### src/adcf_map.svh
// Offsets, field positions, reset values and counts of the ADC control.
// Assumes an 8-bit register port with a 4-bit byte address.
`ifndef ADCF_MAP_SVH
`define ADCF_MAP_SVH

// Register offsets
`define ADCF_OFS_CTRL 4'h0
`define ADCF_OFS_DIV  4'h1
`define ADCF_OFS_RESL 4'h2
`define ADCF_OFS_RESH 4'h3
`define ADCF_OFS_STAT 4'h4
`define ADCF_OFS_MASK 4'h5

// Control register fields
`define ADCF_CTRL_CS    0
`define ADCF_CTRL_IC    1
`define ADCF_CTRL_FM_LO 2
`define ADCF_CTRL_FM_HI 3
`define ADCF_CTRL_GO    4
`define ADCF_CTRL_ON    7

// Status and mask fields
`define ADCF_STAT_DONE 0

// Reset values
`define ADCF_CTRL_RST 8'h00
`define ADCF_DIV_RST  6'h00
`define ADCF_RES_RST  16'h0000

// Bit periods per conversion
`define ADCF_CONV_TAD 5'h0F

// Signed limits of the differential result
`define ADCF_TC_MIN  12'h801
`define ADCF_TC_MAX  12'h7FE
`define ADCF_NEG_MAX 12'h800
`define ADCF_POS_MAX 12'h7FF

`endif

### src/adcf_pkg.sv
// Types shared by the ADC control block.
// Assumes adcf_map.svh for the numeric constants.
package adcf_pkg;

  typedef enum logic [1:0] {
    SEQ_IDLE,
    SEQ_ARM,
    SEQ_CONV
  } adcf_seq_type;

  typedef struct packed {
    logic [3:0] addr;
    logic [7:0] wdata;
    logic       wr;
    logic       rd;
  } adcf_bus_req_type;

  typedef struct packed {
    logic       on;
    logic [1:0] fmt;
    logic       icDiff;
    logic       csRc;
  } adcf_ctrl_type;

endpackage

### src/adcf_ctrl.sv
// Digital control of a 12-bit differential ADC: clock, flag, formatting.
// Assumes a same-clock register port and a raw RC clock from a pin.
`timescale 1ns/10ps
`include "adcf_map.svh"

module adcf_ctrl (
  // Clock and reset
  input  wire logic                     clk,
  input  wire logic                     rst,
  // Register port
  input  wire adcf_pkg::adcf_bus_req_type busReq,
  output logic      [7:0]               rdData,
  // Analog side
  input  wire logic                     rcClkPin,
  input  wire logic [11:0]              sePos,
  input  wire logic [11:0]              diffVal,
  output logic                          convClk,
  output logic                          busy,
  // Core side
  input  wire logic                     deviceSleep,
  input  wire logic                     peripheralIrqEnable,
  input  wire logic                     globalIrqEnable,
  output logic                          irq,
  output logic                          wakeReq,
  output logic                          isrBranch
);

  // Register state
  adcf_pkg::adcf_ctrl_type ctrl_r;
  adcf_pkg::adcf_ctrl_type ctrl_nxt;
  logic [5:0]  convClockDivider_r;
  logic [5:0]  convClockDivider_nxt;
  logic [15:0] resStore_r;
  logic [15:0] resStore_nxt;
  logic        doneFlag_r;
  logic        doneFlag_nxt;
  logic        irqEnable_r;
  logic        irqEnable_nxt;
  logic [7:0]  rdData_r;
  logic [7:0]  rdData_nxt;

  // Clock state
  logic        rcSync1_r;
  logic        rcSync2_r;
  logic        rcSync3_r;
  logic [5:0]  divCnt_r;
  logic [5:0]  divCnt_nxt;
  logic        divClk_r;
  logic        divClk_nxt;

  // Sequencer state
  adcf_pkg::adcf_seq_type seq_r;
  adcf_pkg::adcf_seq_type seq_nxt;
  logic        goPend_r;
  logic        goPend_nxt;
  logic [4:0]  bitCnt_r;
  logic [4:0]  bitCnt_nxt;

  // Derived terms
  logic        rcRise;
  logic        divRise;
  logic        convTick;
  logic        freeze;
  logic        convEnd;
  logic        wrCtrl;
  logic        wrStat;
  logic [15:0] resNew;
  logic [15:0] resView;
  logic [11:0] tcSat;
  logic [11:0] absVal;
  logic [10:0] magSat;
  logic        diffNeg;

  // RC clock from the pin crossed by two flops before any use
  always_ff @(posedge clk)
  begin
    if (rst)
    begin
      rcSync1_r <= 1'b0;
      rcSync2_r <= 1'b0;
      rcSync3_r <= 1'b0;
    end
    else
    begin
      rcSync1_r <= rcClkPin;
      rcSync2_r <= rcSync1_r;
      rcSync3_r <= rcSync2_r;
    end
  end

  assign rcRise = rcSync2_r & ~rcSync3_r;

  // System-derived source stops in sleep
  assign freeze = deviceSleep & ~ctrl_r.csRc;

  // Divider: half period is divider plus one system clocks
  always_comb
  begin
    divCnt_nxt = divCnt_r;
    divClk_nxt = divClk_r;
    if (!freeze)
    begin
      if (divCnt_r >= convClockDivider_r)
      begin
        divCnt_nxt = 6'h00;
        divClk_nxt = ~divClk_r;
      end
      else
      begin
        divCnt_nxt = divCnt_r + 6'h01;
      end
    end
  end

  always_ff @(posedge clk)
  begin
    if (rst)
    begin
      divCnt_r <= 6'h00;
      divClk_r <= 1'b0;
    end
    else
    begin
      divCnt_r <= divCnt_nxt;
      divClk_r <= divClk_nxt;
    end
  end

  assign divRise = ~freeze & ~divClk_r & (divCnt_r >= convClockDivider_r);

  // Source select picks the clock that steps the sequencer
  assign convTick = ctrl_r.csRc ? rcRise : divRise;
  assign convClk  = ctrl_r.csRc ? rcSync2_r : divClk_r;

  // Bus decode
  assign wrCtrl = busReq.wr & (busReq.addr == `ADCF_OFS_CTRL);
  assign wrStat = busReq.wr & (busReq.addr == `ADCF_OFS_STAT);

  assign convEnd = (seq_r == adcf_pkg::SEQ_CONV) & convTick & goPend_r &
                   ctrl_r.on & (bitCnt_r == `ADCF_CONV_TAD - 5'h01);

  // Sequencer: start request waits for a tick of the selected clock
  always_comb
  begin
    seq_nxt    = seq_r;
    goPend_nxt = goPend_r;
    bitCnt_nxt = bitCnt_r;
    if (wrCtrl)
    begin
      goPend_nxt = busReq.wdata[`ADCF_CTRL_GO] &
                   busReq.wdata[`ADCF_CTRL_ON];
    end
    if (!ctrl_r.on || (wrCtrl && !busReq.wdata[`ADCF_CTRL_GO]))
    begin
      seq_nxt    = adcf_pkg::SEQ_IDLE;
      bitCnt_nxt = 5'h00;
    end
    else if (convTick)
    begin
      unique case (seq_r)
        adcf_pkg::SEQ_IDLE:
        begin
          if (goPend_r)
          begin
            bitCnt_nxt = 5'h00;
            // RC source waits one more period before converting
            seq_nxt = ctrl_r.csRc ? adcf_pkg::SEQ_ARM
                                  : adcf_pkg::SEQ_CONV;
          end
        end
        adcf_pkg::SEQ_ARM:
        begin
          seq_nxt = adcf_pkg::SEQ_CONV;
        end
        adcf_pkg::SEQ_CONV:
        begin
          if (convEnd)
          begin
            seq_nxt    = adcf_pkg::SEQ_IDLE;
            goPend_nxt = 1'b0;
            bitCnt_nxt = 5'h00;
          end
          else
          begin
            bitCnt_nxt = bitCnt_r + 5'h01;
          end
        end
      endcase
    end
  end

  always_ff @(posedge clk)
  begin
    if (rst)
    begin
      seq_r    <= adcf_pkg::SEQ_IDLE;
      goPend_r <= 1'b0;
      bitCnt_r <= 5'h00;
    end
    else
    begin
      seq_r    <= seq_nxt;
      goPend_r <= goPend_nxt;
      bitCnt_r <= bitCnt_nxt;
    end
  end

  assign busy = goPend_r;

  // Differential saturation to the documented ranges
  assign diffNeg = diffVal[11];
  assign absVal  = diffNeg ? 12'h000 - diffVal : diffVal;
  assign magSat  = (absVal == `ADCF_NEG_MAX) ? 11'(`ADCF_POS_MAX)
                                             : absVal[10:0];

  always_comb
  begin
    tcSat = diffVal;
    if (diffVal == `ADCF_NEG_MAX)
    begin
      tcSat = `ADCF_TC_MIN;
    end
    else if (diffVal == `ADCF_POS_MAX)
    begin
      tcSat = `ADCF_TC_MAX;
    end
  end

  // New result, always held right justified
  always_comb
  begin
    if (!ctrl_r.icDiff)
    begin
      resNew = {4'h0, sePos};
    end
    else if (!ctrl_r.fmt[1])
    begin
      resNew = {{4{tcSat[11]}}, tcSat};
    end
    else
    begin
      resNew = {diffNeg, 4'h0, magSat};
    end
  end

  // Read view applies the justification
  always_comb
  begin
    if (ctrl_r.fmt[0])
    begin
      resView = resStore_r;
    end
    else if (!ctrl_r.icDiff)
    begin
      resView = {resStore_r[11:0], 4'h0};
    end
    else
    begin
      resView = {resStore_r[15], resStore_r[11:0], 3'h0};
    end
  end

  // Register file next values
  always_comb
  begin
    ctrl_nxt             = ctrl_r;
    convClockDivider_nxt = convClockDivider_r;
    resStore_nxt         = resStore_r;
    doneFlag_nxt         = doneFlag_r;
    irqEnable_nxt        = irqEnable_r;
    rdData_nxt           = 8'h00;
    if (busReq.wr)
    begin
      unique case (busReq.addr)
        `ADCF_OFS_CTRL:
        begin
          ctrl_nxt.csRc   = busReq.wdata[`ADCF_CTRL_CS];
          ctrl_nxt.icDiff = busReq.wdata[`ADCF_CTRL_IC];
          ctrl_nxt.fmt    = busReq.wdata[`ADCF_CTRL_FM_HI:
                                         `ADCF_CTRL_FM_LO];
          ctrl_nxt.on     = busReq.wdata[`ADCF_CTRL_ON];
        end
        `ADCF_OFS_DIV:
        begin
          convClockDivider_nxt = busReq.wdata[5:0];
        end
        `ADCF_OFS_RESL:
        begin
          resStore_nxt[7:0] = busReq.wdata;
        end
        `ADCF_OFS_RESH:
        begin
          resStore_nxt[15:8] = busReq.wdata;
        end
        `ADCF_OFS_MASK:
        begin
          irqEnable_nxt = busReq.wdata[`ADCF_STAT_DONE];
        end
        default:
        begin
        end
      endcase
    end
    if (wrStat && busReq.wdata[`ADCF_STAT_DONE])
    begin
      doneFlag_nxt = 1'b0;
    end
    if (convEnd)
    begin
      resStore_nxt = resNew;
      doneFlag_nxt = 1'b1;
    end
    if (busReq.rd)
    begin
      unique case (busReq.addr)
        `ADCF_OFS_CTRL:
        begin
          rdData_nxt = {ctrl_r.on, 2'h0, goPend_r, ctrl_r.fmt,
                        ctrl_r.icDiff, ctrl_r.csRc};
        end
        `ADCF_OFS_DIV:
        begin
          rdData_nxt = {2'h0, convClockDivider_r};
        end
        `ADCF_OFS_RESL:
        begin
          rdData_nxt = resView[7:0];
        end
        `ADCF_OFS_RESH:
        begin
          rdData_nxt = resView[15:8];
        end
        `ADCF_OFS_STAT:
        begin
          rdData_nxt = {7'h00, doneFlag_r};
        end
        `ADCF_OFS_MASK:
        begin
          rdData_nxt = {7'h00, irqEnable_r};
        end
        default:
        begin
          rdData_nxt = 8'h00;
        end
      endcase
    end
  end

  always_ff @(posedge clk)
  begin
    if (rst)
    begin
      ctrl_r             <= 5'(`ADCF_CTRL_RST);
      convClockDivider_r <= `ADCF_DIV_RST;
      resStore_r         <= `ADCF_RES_RST;
      doneFlag_r         <= 1'b0;
      irqEnable_r        <= 1'b0;
      rdData_r           <= 8'h00;
    end
    else
    begin
      ctrl_r             <= ctrl_nxt;
      convClockDivider_r <= convClockDivider_nxt;
      resStore_r         <= resStore_nxt;
      doneFlag_r         <= doneFlag_nxt;
      irqEnable_r        <= irqEnable_nxt;
      rdData_r           <= rdData_nxt;
    end
  end

  assign rdData = rdData_r;

  // Interrupt, wake and service routine requests
  assign irq       = doneFlag_r & irqEnable_r;
  assign wakeReq   = deviceSleep & irq & peripheralIrqEnable;
  assign isrBranch = irq & peripheralIrqEnable & globalIrqEnable;

endmodule

### config.mk
export PLATFORM = sky130hd
export DESIGN_NAME = adcf_ctrl
export DESIGN_NICKNAME = d
export VERILOG_FILES = /design/src/adcf_pkg.sv /design/src/adcf_ctrl.sv
export VERILOG_INCLUDE_DIRS = /design/src /design/src/src
export SDC_FILE = /design/constraint.sdc
export NUM_CORES = 1
export LEC_CHECK = 0
export ABC_AREA = 1
export ABC_CLOCK_PERIOD_IN_PS = 1900
export BUFFER_PORTS_ARGS = -buffer_cell sky130_fd_sc_hd__buf_4
export CAP_MARGIN = 15
export CORE_MARGIN = 8
export CORE_UTILIZATION = 45
export CTS_BUF_LIST = sky130_fd_sc_hd__clkbuf_4
export DETAILED_ROUTE_END_ITERATION = 8
export PLACE_DENSITY = 0.68
export REMOVE_ABC_BUFFERS = 1
export SETUP_SLACK_MARGIN = 0.15
export SYNTH_ARGS = -nofsm -noshare
export SYNTH_HDL_FRONTEND = slang
export SYNTH_SLANG_ARGS = --single-unit
### constraint.sdc
create_clock -name clk -period 1.9 [get_ports clk]
set_input_delay 0.38 -clock clk [delete_from_list [all_inputs] [get_ports clk]]
set_output_delay 0.38 -clock clk [all_outputs]
set_load 0.01 [all_outputs]
==> results of run 1 <==
-- critical path, delay by kind of cell, from the launching register on --
family	cells	cell delay, ps
compound gates	2	390
buf+inv	3	330
simple gates	7	470
flops	1	360
fa+ha+maj	1	280
-- state kept, by name (all words and copies together), names as in the netlist, 2 cells and up --
register,count
seq_r,2
ctrl_r,5
bitCnt_r,5
divCnt_r,6
rdData,8
convClockDivider_r,6
resStore_r,16
-- synthesized netlist by cell type, types with 2 or more instances --
| cell | n |
|---|---|
| nor3_2 | 2 |
| nor3_1 | 6 |
| o22ai_1 | 4 |
| nor3b_1 | 2 |
| o21a_1 | 2 |
| nor2_1 | 72 |
| o21ai_1 | 11 |
| xor2_1 | 4 |
| o211ai_1 | 4 |
| o21ai_0 | 51 |
| a21oi_1 | 29 |
| nor3_4 | 2 |
| o221ai_1 | 4 |
| ha_1 | 14 |
| clkbuf_1 | 9 |
| a22oi_1 | 5 |
| nand3b_2 | 2 |
| nand3_1 | 50 |
| inv_1 | 70 |
| nand4_1 | 11 |
| a31oi_1 | 2 |
| inv_2 | 12 |
| nand2_2 | 3 |
| nor4_1 | 2 |
| dfxtp_1 | 55 |
| nand2_1 | 118 |
| buf_2 | 4 |
| nor2_2 | 2 |
-- repair_timing --
item / CTS / global route
gates cloned: 0 / 1
pin swaps: 10 / 17
hold buffers: 0 / 0
hold endpoints to repair: 0 / 0
resized for setup: 48 / 48
endpoints found under the setup margin: 24 / 26
buffers inserted: 8 / 8
-- stage by stage --
stage	hold WS [ps]	cells
after detailed placement	396	734
after floorplan	388	550
after global routing	213	759
after CTS	194	750
after global placement	390	734
final	198	759
-- power by group through the flow --
stage	clock network [mW]	logic [mW]	registers, mW
3_5_place_dp	0	0.356	1.22
6_report	0.526	0.431	1.19
4_1_cts	0.538	0.392	1.19
2_1_floorplan	0	0.172	1.21
3_3_place_gp	0	0.353	1.22
5_1_grt	0.580	0.474	1.20
-- cells by family (layout without fill, tap and decap cells) --
group	Yosys count	after routing	share of synthesized area
adders and majority gates	14	14	0.0486
AOI/OAI and AO/OA	116	116	0.182
and+or+nand+nor	278	278	0.350
buffers and inverters	98	190	0.105
DFF	55	55	0.306
xor gates and xnor gates	4	4	0.00973
-- worst paths after layout --
path                                            endpoint  slack (ps)  depth (start not counted)
worst min register to register      rcSync2_r$_SDFF_PP0_         420                          2
worst max-delay path            bitCnt_r[1]$_SDFFE_PP0P_         -30                         13
worst max register to register  bitCnt_r[1]$_SDFFE_PP0P_         -30                         13
worst min-delay path                rcSync1_r$_SDFF_PP0_         200                          3
-- routing by layer --
layer | global-route usage | routed length (um)
met5 | 0 | 0
met4 | 0.0479 | 161
met3 | 0.0329 | 695
met2 | 0.333 | 5500
met1 | 0.242 | 4920
-- final cells by class --
cell class | count | area, sq um
inverters | 83 | 312
clock inverters | 3 | 18.8
fillers | 682 | 2900
repair buffers | 99 | 798
clock buffers | 5 | 37.5
well taps | 102 | 128
multi-input cells | 412 | 2420
flip-flops and latches | 55 | 1120
==> impl_metrics.csv, run 1 <==
group,metric,value,unit
sta,setup_ws,-32.1,ps
worst_setup_path,cp-start-kind,"flop",
detailed_routing,vias,4027,
sta,tns,-101,ps
yosys,yosysTopAreaCellShare,0.306,
yosys,ys_async_sr_fraction,0,
sta,fmax,518,MHz
cells_and_area,final_area,0.00483,sq mm
cells_and_area,fin_nets,714,
cells_and_area,syn_to_final_growth,34.1,%
global_route,grt_first_pass_wirelength,18.0,mm
global_route,track_usage,0.193,
yosys,syn-cell-area,0.00360,sq mm
sta,period_needed,1930,ps
floorplan,start_util,0.466,
worst_setup_path,crit_fanout,4,
outcome,violations,"negative setup slack",
flow_run,maxCapViolCount,0,
cells_and_area,final_core_util,0.625,
cells_and_area,final_common_cell,"nand2_1",
pwr,peakVddDrop,0.222,mV
clocking,numCtsBuffers,5,
detailed_routing,first_pass_iters,5,
placement,post-dp-hpwl,8.27,mm
yosys,ys_warn_count,0,
yosys,ys_seq_elements,55,
clocking,clk_pin_slew_worst_paths,170,ps
global_route,antenna_found_initial,0,
hold_path,hold_class,"input port to flop",
worst_setup_path,critPathCaptureType,"flop",
detailed_routing,via_per_inst,5.31,
sta,drv_slew,0,
floorplan,dieWidth,105,um
pwr,seq_power_share,0.555,
worst_setup_path,crit_path_frequent_cell,"buf_6",
cells_and_area,drive_above_1_share,0.301,
floorplan,core,0.00773,sq mm
placement,port_buffers,56,
floorplan,die_h,105,um
floorplan,rows,32,
cells_and_area,diodes,0,
clocking,htree_levels,2,
global_route,grt_overflow_total,0,
pwr,power_density,445,mW/mm^2
worst_setup_path,cp-startpoint,"convClockDivider_r[5]$_SDFFE_PP0P_",
sta,finClkSkew,18.0,ps
sta,rsz0062_at_grt,"true",
yosys,synthFlopType,"dfxtp_1",
pwr,intPower,1.51,mW
worst_setup_path,slowest_stage,"dfxtp_2",
clocking,cts_root_buffer,"clkbuf_4",
pwr,p_total,2.15,mW
pwr,power_switching,0.639,mW
detailed_routing,drtAntennaViolNets,0,
detailed_routing,drt_drc_violations_left,0,
worst_setup_path,worstPathRequired,2180,ps
worst_setup_path,slowest_delay,360,ps
yosys,syn_inst,565,
yosys,synth-edff-count,0,
detailed_routing,wl_per_cell,14.9,um
detailed_routing,first_iter_violations,209,
clocking,cts_tree,"yes",
floorplan,num_io_pins,57,
placement,placed_area,0.00428,sq mm
yosys,yosysSeqAreaShare,0.306,
placement,gp_congestion,0.890,
sta,tightest_slew,436,ps
yosys,yosysTopAreaCell,"dfxtp_1",
yosys,synthTopCellsByArea,"dfxtp_1 31%, nand2_1 12%, nor2_1 7.5%",
detailed_routing,wl,11.3,mm
sta,setup_viol,5,
worst_setup_path,path_class,"flop to flop",
cells_and_area,final_cell_mix,"104 x nand2_1, 90 x buf_4, 66 x nor2_1",
clocking,clk-insertion-delay-late,380,ps
pwr,p_leak,2.17,nW
clocking,cts_sinks,55,
placement,preCtsSetupSlack,-64.0,ps
pwr,power_frac_comb,0.200,
worst_setup_path,cp_cell_sequence,"inv_2, ha_4, nand2_4, nor2_4, nand2_1, nand2_2, nand3_4, buf_6, a21boi_4, buf_6, nor2_2, a22oi_1, nor2_1",
worst_setup_path,worstPathArrival,2210,ps
pwr,pwr-share-clk,0.245,
global_route,grt_max_degree,22,
sta,fin_crit_sh,1.02,
outcome,status,"complete, but fails checks",
sta,relSlewSlack,0.708,
yosys,syn_avg_cell_area,6.37,sq um
worst_setup_path,r2r-start,"convClockDivider_r[5]$_SDFFE_PP0P_",
global_route,grt_pass1_vias,3855,
sta,finalHoldViolations,0,
pwr,power_switching_share,0.297,
yosys,synthDistinctLibCells,41,
clocking,cts_buffer_depth,2,
floorplan,die-area,0.0111,sq mm
hold_path,worstHoldStart,"rcClkPin",
No activity file was read; power rests on OpenSTA's default activity.
==> inputs of run 2 (changes only) <==
--- a/config.mk
+++ b/config.mk
@@ -6,15 +6,14 @@
 export SDC_FILE = /design/constraint.sdc
 export NUM_CORES = 1
 export LEC_CHECK = 0
-export ABC_AREA = 1
-export ABC_CLOCK_PERIOD_IN_PS = 1900
+export ABC_CLOCK_PERIOD_IN_PS = 2200
 export BUFFER_PORTS_ARGS = -buffer_cell sky130_fd_sc_hd__buf_4
 export CAP_MARGIN = 15
 export CORE_MARGIN = 8
 export CORE_UTILIZATION = 45
 export CTS_BUF_LIST = sky130_fd_sc_hd__clkbuf_4
 export DETAILED_ROUTE_END_ITERATION = 8
-export PLACE_DENSITY = 0.68
+export PLACE_DENSITY = 0.66
 export REMOVE_ABC_BUFFERS = 1
 export SETUP_SLACK_MARGIN = 0.15
 export SYNTH_ARGS = -nofsm -noshare
==> constraint.sdc (replaced) <==
create_clock -name clk -period 2.2 [get_ports clk]
set_input_delay 0.44 -clock clk [delete_from_list [all_inputs] [get_ports clk]]
set_output_delay 0.44 -clock clk [all_outputs]
set_load 0.01 [all_outputs]
==> run 2 against run 1 <==
Effect of this change:
- the flow still finishes with violations (negative setup slack)
- total power shrank 5.8%
- core utilization shrank 1.6 points
- critical path depth shrank 5
- global-route usage grew 0.099 points
- sequential share of layout area grew 0.60 points
- worst setup slack lost 81 ps
- combinational power shrank 28%
- maximum frequency shrank 16%
- cell area shrank 3.5%
- via count shrank 7.5%
==> impl_metrics.csv, run 2 <==
group,metric,value,unit
clocking,numCtsBuffers,5,
cells_and_area,final_common_cell,"buf_4",
detailed_routing,wl,10.9,mm
sta,tns,-1240,ps
cells_and_area,layoutNonFillerInstCount,621,
placement,post-dp-hpwl,7.94,mm
detailed_routing,vias,3723,
pwr,power_density,435,mW/mm^2
yosys,yosysSeqAreaShare,0.314,
detailed_routing,first_pass_iters,7,
sta,finalHoldViolations,0,
global_route,antenna_found_initial,1,
yosys,syn_avg_cell_area,8.01,sq um
worst_setup_path,cp_cell_sequence,"inv_1, ha_1, nand3_4, or4b_4, a21o_4, buf_12, a311o_1, a21oi_2",
sta,rsz0062_at_grt,"true",
placement,gp_congestion,0.927,
clocking,clk-insertion-delay-late,380,ps
floorplan,rows,32,
yosys,synth-edff-count,0,
yosys,synthTopCellsByCount,"55 x dfxtp_1, 51 x nand2_1, 41 x a21oi_1, 29 x o21ai_0, 27 x nor2_1",
cells_and_area,final_cell_mix,"95 x buf_4, 52 x dfxtp_1, 50 x nand2_1",
worst_setup_path,crit_fanout,6,
hold_path,hold_class,"input port to flop",
worst_setup_path,cp-start-kind,"flop",
detailed_routing,via_per_inst,6.00,
worst_setup_path,critPathCaptureType,"flop",
flow_run,maxCapViolCount,0,
worst_setup_path,worstPathArrival,2650,ps
yosys,ys_seq_elements,55,
yosys,yosysTopAreaCell,"dfxtp_1",
global_route,grt_first_pass_wirelength,17.7,mm
yosys,yosysTopAreaCellShare,0.314,
floorplan,die-area,0.0109,sq mm
sta,tightest_slew,607,ps
outcome,violations,"negative setup slack",
sta,setup_ws,-113,ps
floorplan,start_util,0.458,
sta,period_needed,2310,ps
sta,fmax,432,MHz
floorplan,die_h,104,um
worst_setup_path,worstPathRequired,2540,ps
clocking,cts_buffer_depth,2,
worst_setup_path,slowest_delay,560,ps
global_route,track_usage,0.194,
sta,fin_crit_sh,1.05,
cells_and_area,fillers,686,
clocking,cts_tree,"yes",
clocking,clk_pin_slew_worst_paths,160,ps
yosys,synthTopCellsByArea,"dfxtp_1 31%, mux2i_1 6.0%, a21oi_1 5.9%",
worst_setup_path,path_delay_family,"compound AO/OA/AOI/OAI gates",
sta,setup_viol,15,
worst_setup_path,slowest_stage,"or4b_4",
sta,holdWs,264,ps
sta,finClkSkew,10.9,ps
placement,placed_area,0.00422,sq mm
floorplan,num_io_pins,57,
cells_and_area,largest_reg_flops,16,
cells_and_area,top_register,"resStore_r",
clocking,cts_root_buffer,"clkbuf_4",
sta,relSlewSlack,0.584,
global_route,grt_max_degree,26,
detailed_routing,drtAntennaViolNets,0,
detailed_routing,wl_per_cell,17.5,um
pwr,p_leak,1.76,nW
cells_and_area,drive_above_1_share,0.317,
global_route,grt_pass1_vias,3593,
clocking,htree_levels,2,
yosys,syn_inst,437,
yosys,syn-cell-area,0.00350,sq mm
clocking,cts_sinks,55,
placement,port_buffers,56,
sta,drv_slew,0,
yosys,synthFlopType,"dfxtp_1",
pwr,p_total,2.02,mW
global_route,grt_overflow_total,0,
pwr,peakVddDrop,0.202,mV
detailed_routing,drt_drc_violations_left,0,
yosys,ys_async_sr_fraction,0,
worst_setup_path,worst-path-buf-inv,2,
worst_setup_path,path_class,"flop to flop",
yosys,synthDistinctLibCells,64,
cells_and_area,fin_nets,575,
cells_and_area,syn_to_final_growth,33.0,%
placement,placedCellCount,603,
yosys,synth_most_common_cell,"dfxtp_1",
floorplan,dieWidth,104,um
yosys,ys_warn_count,0,
cells_and_area,final_area,0.00466,sq mm
floorplan,core,0.00765,sq mm
detailed_routing,first_iter_violations,316,
outcome,status,"complete, but fails checks",
-- run 2: routing by layer --
metal  up-vias  GRT usage  share of wire
met5         -          0              0
met4         0     0.0579          0.016
met3        15     0.0335          0.066
met2       153      0.309           0.46
met1      1774      0.260           0.46
li1       1781          -              -
-- run 2: report_power, final --
group	leakage, nW	switching (mW)	internal [mW]	total, mW
combinational	1.26	0.166	0.145	0.311
sequential	0.446	0.0107	1.01	1.02
clock	0.0514	0.338	0.353	0.692
-- run 2: worst register-to-register path: stages, from the launching register on --
cell and delay [ps]:
dfxtp_1 420, inv_1 60, ha_1 320, nand3_4 90
or4b_4 560, a21o_4 270, buf_12 140, a311o_1 300
a21oi_2 110
-- run 2: layout make-up --
type	count	area, sq um	area share
repair buffers	101	827	0.178
diodes	1	2.50	0.000537
flip-flops and latches	55	1100	0.237
well taps	102	128	0.0274
inverters	18	67.6	0.0145
clock inverters	3	67.6	0.0145
clock buffers	5	37.5	0.00806
multi-input cells	336	2420	0.520
-- run 2: what timing repair did --
| item | CTS | global route |
|---|---|---|
| resized for setup | 28 | 19 |
| setup buffers | 5 | 2 |
| cloned | 2 | 0 |
| setup endpoints to repair | 25 | 25 |
| pin swaps | 11 | 4 |
| hold buffers | 0 | 0 |
-- run 2: stage by stage --
step,worst slack [ps],utilization
final,-113,0.609
after global routing,-184,0.609
after CTS,-93.6,0.597
after detailed placement,-136,0.552
after global placement,-123,0.552
after floorplan,-384,-
-- run 2: cell families (layout without fill, tap and decap cells) --
kind of cell               after synthesis  after routing  synth area share
AOI/OAI and AO/OA                      144            144             0.277
xor gates and xnor gates                 5              5            0.0125
adders and majority gates               14             14            0.0500
buffers and inverters                   46            127            0.0564
DFF                                     55             55             0.314
muxes                                   25             25            0.0729
other                                    0              1                 0
and+or+nand+nor                        148            148             0.217
-- run 2: path summary, 6_finish.rpt --
kind	startpoint	endpoint	slack [ps]	cells after the start
worst max-delay path	convClockDivider_r[4]$_SDFFE_PP0P_	resStore_r[2]$_SDFFE_PP0P_	-110	8
worst min-delay path	rcClkPin	rcSync1_r$_SDFF_PP0_	260	2
worst max register to register	convClockDivider_r[4]$_SDFFE_PP0P_	resStore_r[2]$_SDFFE_PP0P_	-110	8
worst min register to register	rcSync1_r$_SDFF_PP0_	rcSync2_r$_SDFF_PP0_	460	1
==> inputs of run 3 (changes only) <==
--- a/config.mk
+++ b/config.mk
@@ -6,7 +6,7 @@
 export SDC_FILE = /design/constraint.sdc
 export NUM_CORES = 1
 export LEC_CHECK = 0
-export ABC_CLOCK_PERIOD_IN_PS = 2200
+export ABC_CLOCK_PERIOD_IN_PS = 2900
 export BUFFER_PORTS_ARGS = -buffer_cell sky130_fd_sc_hd__buf_4
 export CAP_MARGIN = 15
 export CORE_MARGIN = 8
==> constraint.sdc (replaced) <==
create_clock -name clk -period 2.9 [get_ports clk]
set_input_delay 0.58 -clock clk [delete_from_list [all_inputs] [get_ports clk]]
set_output_delay 0.58 -clock clk [all_outputs]
set_load 0.01 [all_outputs]
==> run 3 against run 2 <==
Effect of this change:
- the run now ends clean
- global-route usage shrank 1.2 points
- wire length shrank 9.4%
- first-iteration DRC count shrank 26%
- final cell count shrank 5.8%
- critical path depth is the same
- die area is the same
- hold slack gained 130 ps
- sequential power shrank 24%
- cell area shrank 12%
- sequential share of layout area grew 3.3 points
- core utilization shrank 7.6 points
- clock power shrank 49%
==> impl_metrics.csv, run 3 (same netlist as run 2, synthesis figures left out) <==
group,metric,value,unit
outcome,status,"finished clean",
clocking,clk-insertion-delay-late,380,ps
cells_and_area,top_register,"resStore_r",
worst_setup_path,worstSetupPathDepth,8,
sta,setup_ws,485,ps
placement,post-dp-hpwl,7.40,mm
sta,setup_viol,0,
clocking,cts_sinks,55,
clocking,clk_pin_slew_worst_paths,160,ps
detailed_routing,drtAntennaViolNets,0,
floorplan,num_io_pins,57,
worst_setup_path,slowest_stage,"a2111oi_2",
cells_and_area,final_cell_mix,"65 x buf_4, 55 x dfxtp_1, 51 x nand2_1",
worst_setup_path,reg2reg_depth,8,
floorplan,dieWidth,104,um
hold_path,hold_class,"input port to flop",
floorplan,die_h,104,um
detailed_routing,wl_per_cell,16.9,um
placement,gp_congestion,0.901,
pwr,power_density,325,mW/mm^2
worst_setup_path,crit_fanout,23,
clocking,htree_levels,2,
worst_setup_path,cp_cell_sequence,"inv_1, ha_1, nand2b_1, a2111oi_2, or4b_4, a21o_4, a21oi_1, a211oi_1",
worst_setup_path,worst-path-buf-inv,1,
clocking,cts_buffer_depth,2,
cells_and_area,largest_reg_flops,16,
worst_setup_path,r2r-end,"resStore_r[6]$_SDFFE_PP0P_",
global_route,grt_overflow_total,0,
flow_run,maxCapViolCount,0,
cells_and_area,syn_to_final_growth,16.4,%
cells_and_area,fin_nets,539,
clocking,cts_tree,"yes",
worst_setup_path,path_class,"flop to flop",
floorplan,core,0.00765,sq mm
detailed_routing,drt_drc_violations_left,0,
sta,finClkSkew,14.9,ps
clocking,cts_setup_buffers,0,
placement,placedCellCount,576,
clocking,cts_root_buffer,"clkbuf_4",
global_route,grt_max_degree,37,
floorplan,rows,32,
pwr,p_leak,1.48,nW
sta,relSlewSlack,0.493,
worst_setup_path,slowest_delay,480,ps
sta,fin_crit_sh,0.833,
sta,tns,0,ps
detailed_routing,first_pass_iters,4,
cells_and_area,final_common_cell,"buf_4",
sta,period_needed,2410,ps
clocking,numCtsBuffers,5,
placement,preCtsSetupSlack,233,ps
global_route,grt_first_pass_wirelength,16.7,mm
sta,fmax,414,MHz
worst_setup_path,critPathCaptureType,"flop",
pwr,peakVddDrop,0.158,mV
worst_setup_path,reg2reg_slack,490,ps
global_route,grt_pass1_vias,3361,
detailed_routing,vias,3427,
detailed_routing,first_iter_violations,235,
worst_setup_path,path_delay_family,"compound AO/OA/AOI/OAI gates",
worst_setup_path,worstPathRequired,3180,ps
worst_setup_path,cp-start-kind,"flop",
hold_path,whs_endpoint,"rcSync1_r$_SDFF_PP0_",
detailed_routing,via_per_inst,5.86,
worst_setup_path,worstPathArrival,2690,ps
hold_path,holdPathStages,2,
sta,finalHoldViolations,0,
cells_and_area,layoutNonFillerInstCount,585,
worst_setup_path,r2r-start,"divCnt_r[0]$_SDFFE_PP0N_",
sta,tightest_slew,760,ps
placement,port_buffers,56,
sta,rsz0062_at_grt,"false",
floorplan,start_util,0.458,
cells_and_area,drive_above_1_share,0.201,
global_route,track_usage,0.182,
hold_path,worstHoldStart,"rcClkPin",
floorplan,die-area,0.0109,sq mm
sta,drv_slew,0,
global_route,antenna_found_initial,1,
detailed_routing,wl,9.87,mm
## run 3: worst max-delay path by stage
stage / slack [ps] / end / startpoint
CTS: 180 / resStore_r[6]$_SDFFE_PP0P_ / divCnt_r[0]$_SDFFE_PP0N_
detailed placement: 230 / resStore_r[6]$_SDFFE_PP0P_ / divCnt_r[0]$_SDFFE_PP0N_
finish: 490 / resStore_r[6]$_SDFFE_PP0P_ / divCnt_r[0]$_SDFFE_PP0N_
global placement: 400 / resStore_r[7]$_SDFFE_PP0P_ / divCnt_r[0]$_SDFFE_PP0N_
global route: 330 / bitCnt_r[2]$_SDFFE_PP0P_ / divCnt_r[0]$_SDFFE_PP0N_
floorplan: 180 / resStore_r[2]$_SDFFE_PP0P_ / busReq[10]
## run 3: metal layers
metal / GRT usage / routed length (um) / vias to the layer above
met1: 0.252 / 4730 / 1596
li1: - / - / 1708
met5: 0 / 0 / -
met4: 0.0631 / 122 / 0
met2: 0.270 / 4330 / 113
met3: 0.0384 / 685 / 10
## run 3: area by class of cell
class / count / area, sq um
sequential: 55 / 1100
fill: 753 / 3570
multi-input combinational: 336 / 2230
antenna: 1 / 2.50
tap: 102 / 128
timing repair buffer: 65 / 488
inverter: 18 / 67.6
clock inverter: 2 / 12.5
clock buffer: 6 / 45.0
## run 3: metrics by stage
stage                util  total power, mW  hold slack, ps  instance area [sq um]
floorplan               -            0.872             414                   3370
global placement    0.524            0.984             426                   4010
detailed placement  0.524            0.986             426                   4010
CTS                 0.531             1.33             396                   4060
global route        0.533             1.39             373                   4080
finish              0.533             1.33             398                   4080
## run 3: worst reg2reg max path: cells and delay by family (launching register included)
family	cells	cell delay, ps
AO/OA/AOI/OAI	4	1160
adder cells (fa/ha/maj)	1	260
buffers and inverters	1	70
flip-flops	1	420
AND/OR/NAND/NOR	2	400
## run 3: report_power, final
| group | switching (mW) | internal [mW] | total, mW |
|---|---|---|---|
| Combinational | 0.107 | 0.0879 | 0.195 |
| Sequential | 0.0110 | 0.767 | 0.778 |
| Clock | 0.249 | 0.104 | 0.353 |
| Total | 0.367 | 0.958 | 1.33 |
## run 3: timing repair
| action | CTS | global route |
|---|---|---|
| setup endpoints to repair | 0 | 15 |
| resized for setup | 0 | 2 |
| hold buffers | 0 | 0 |
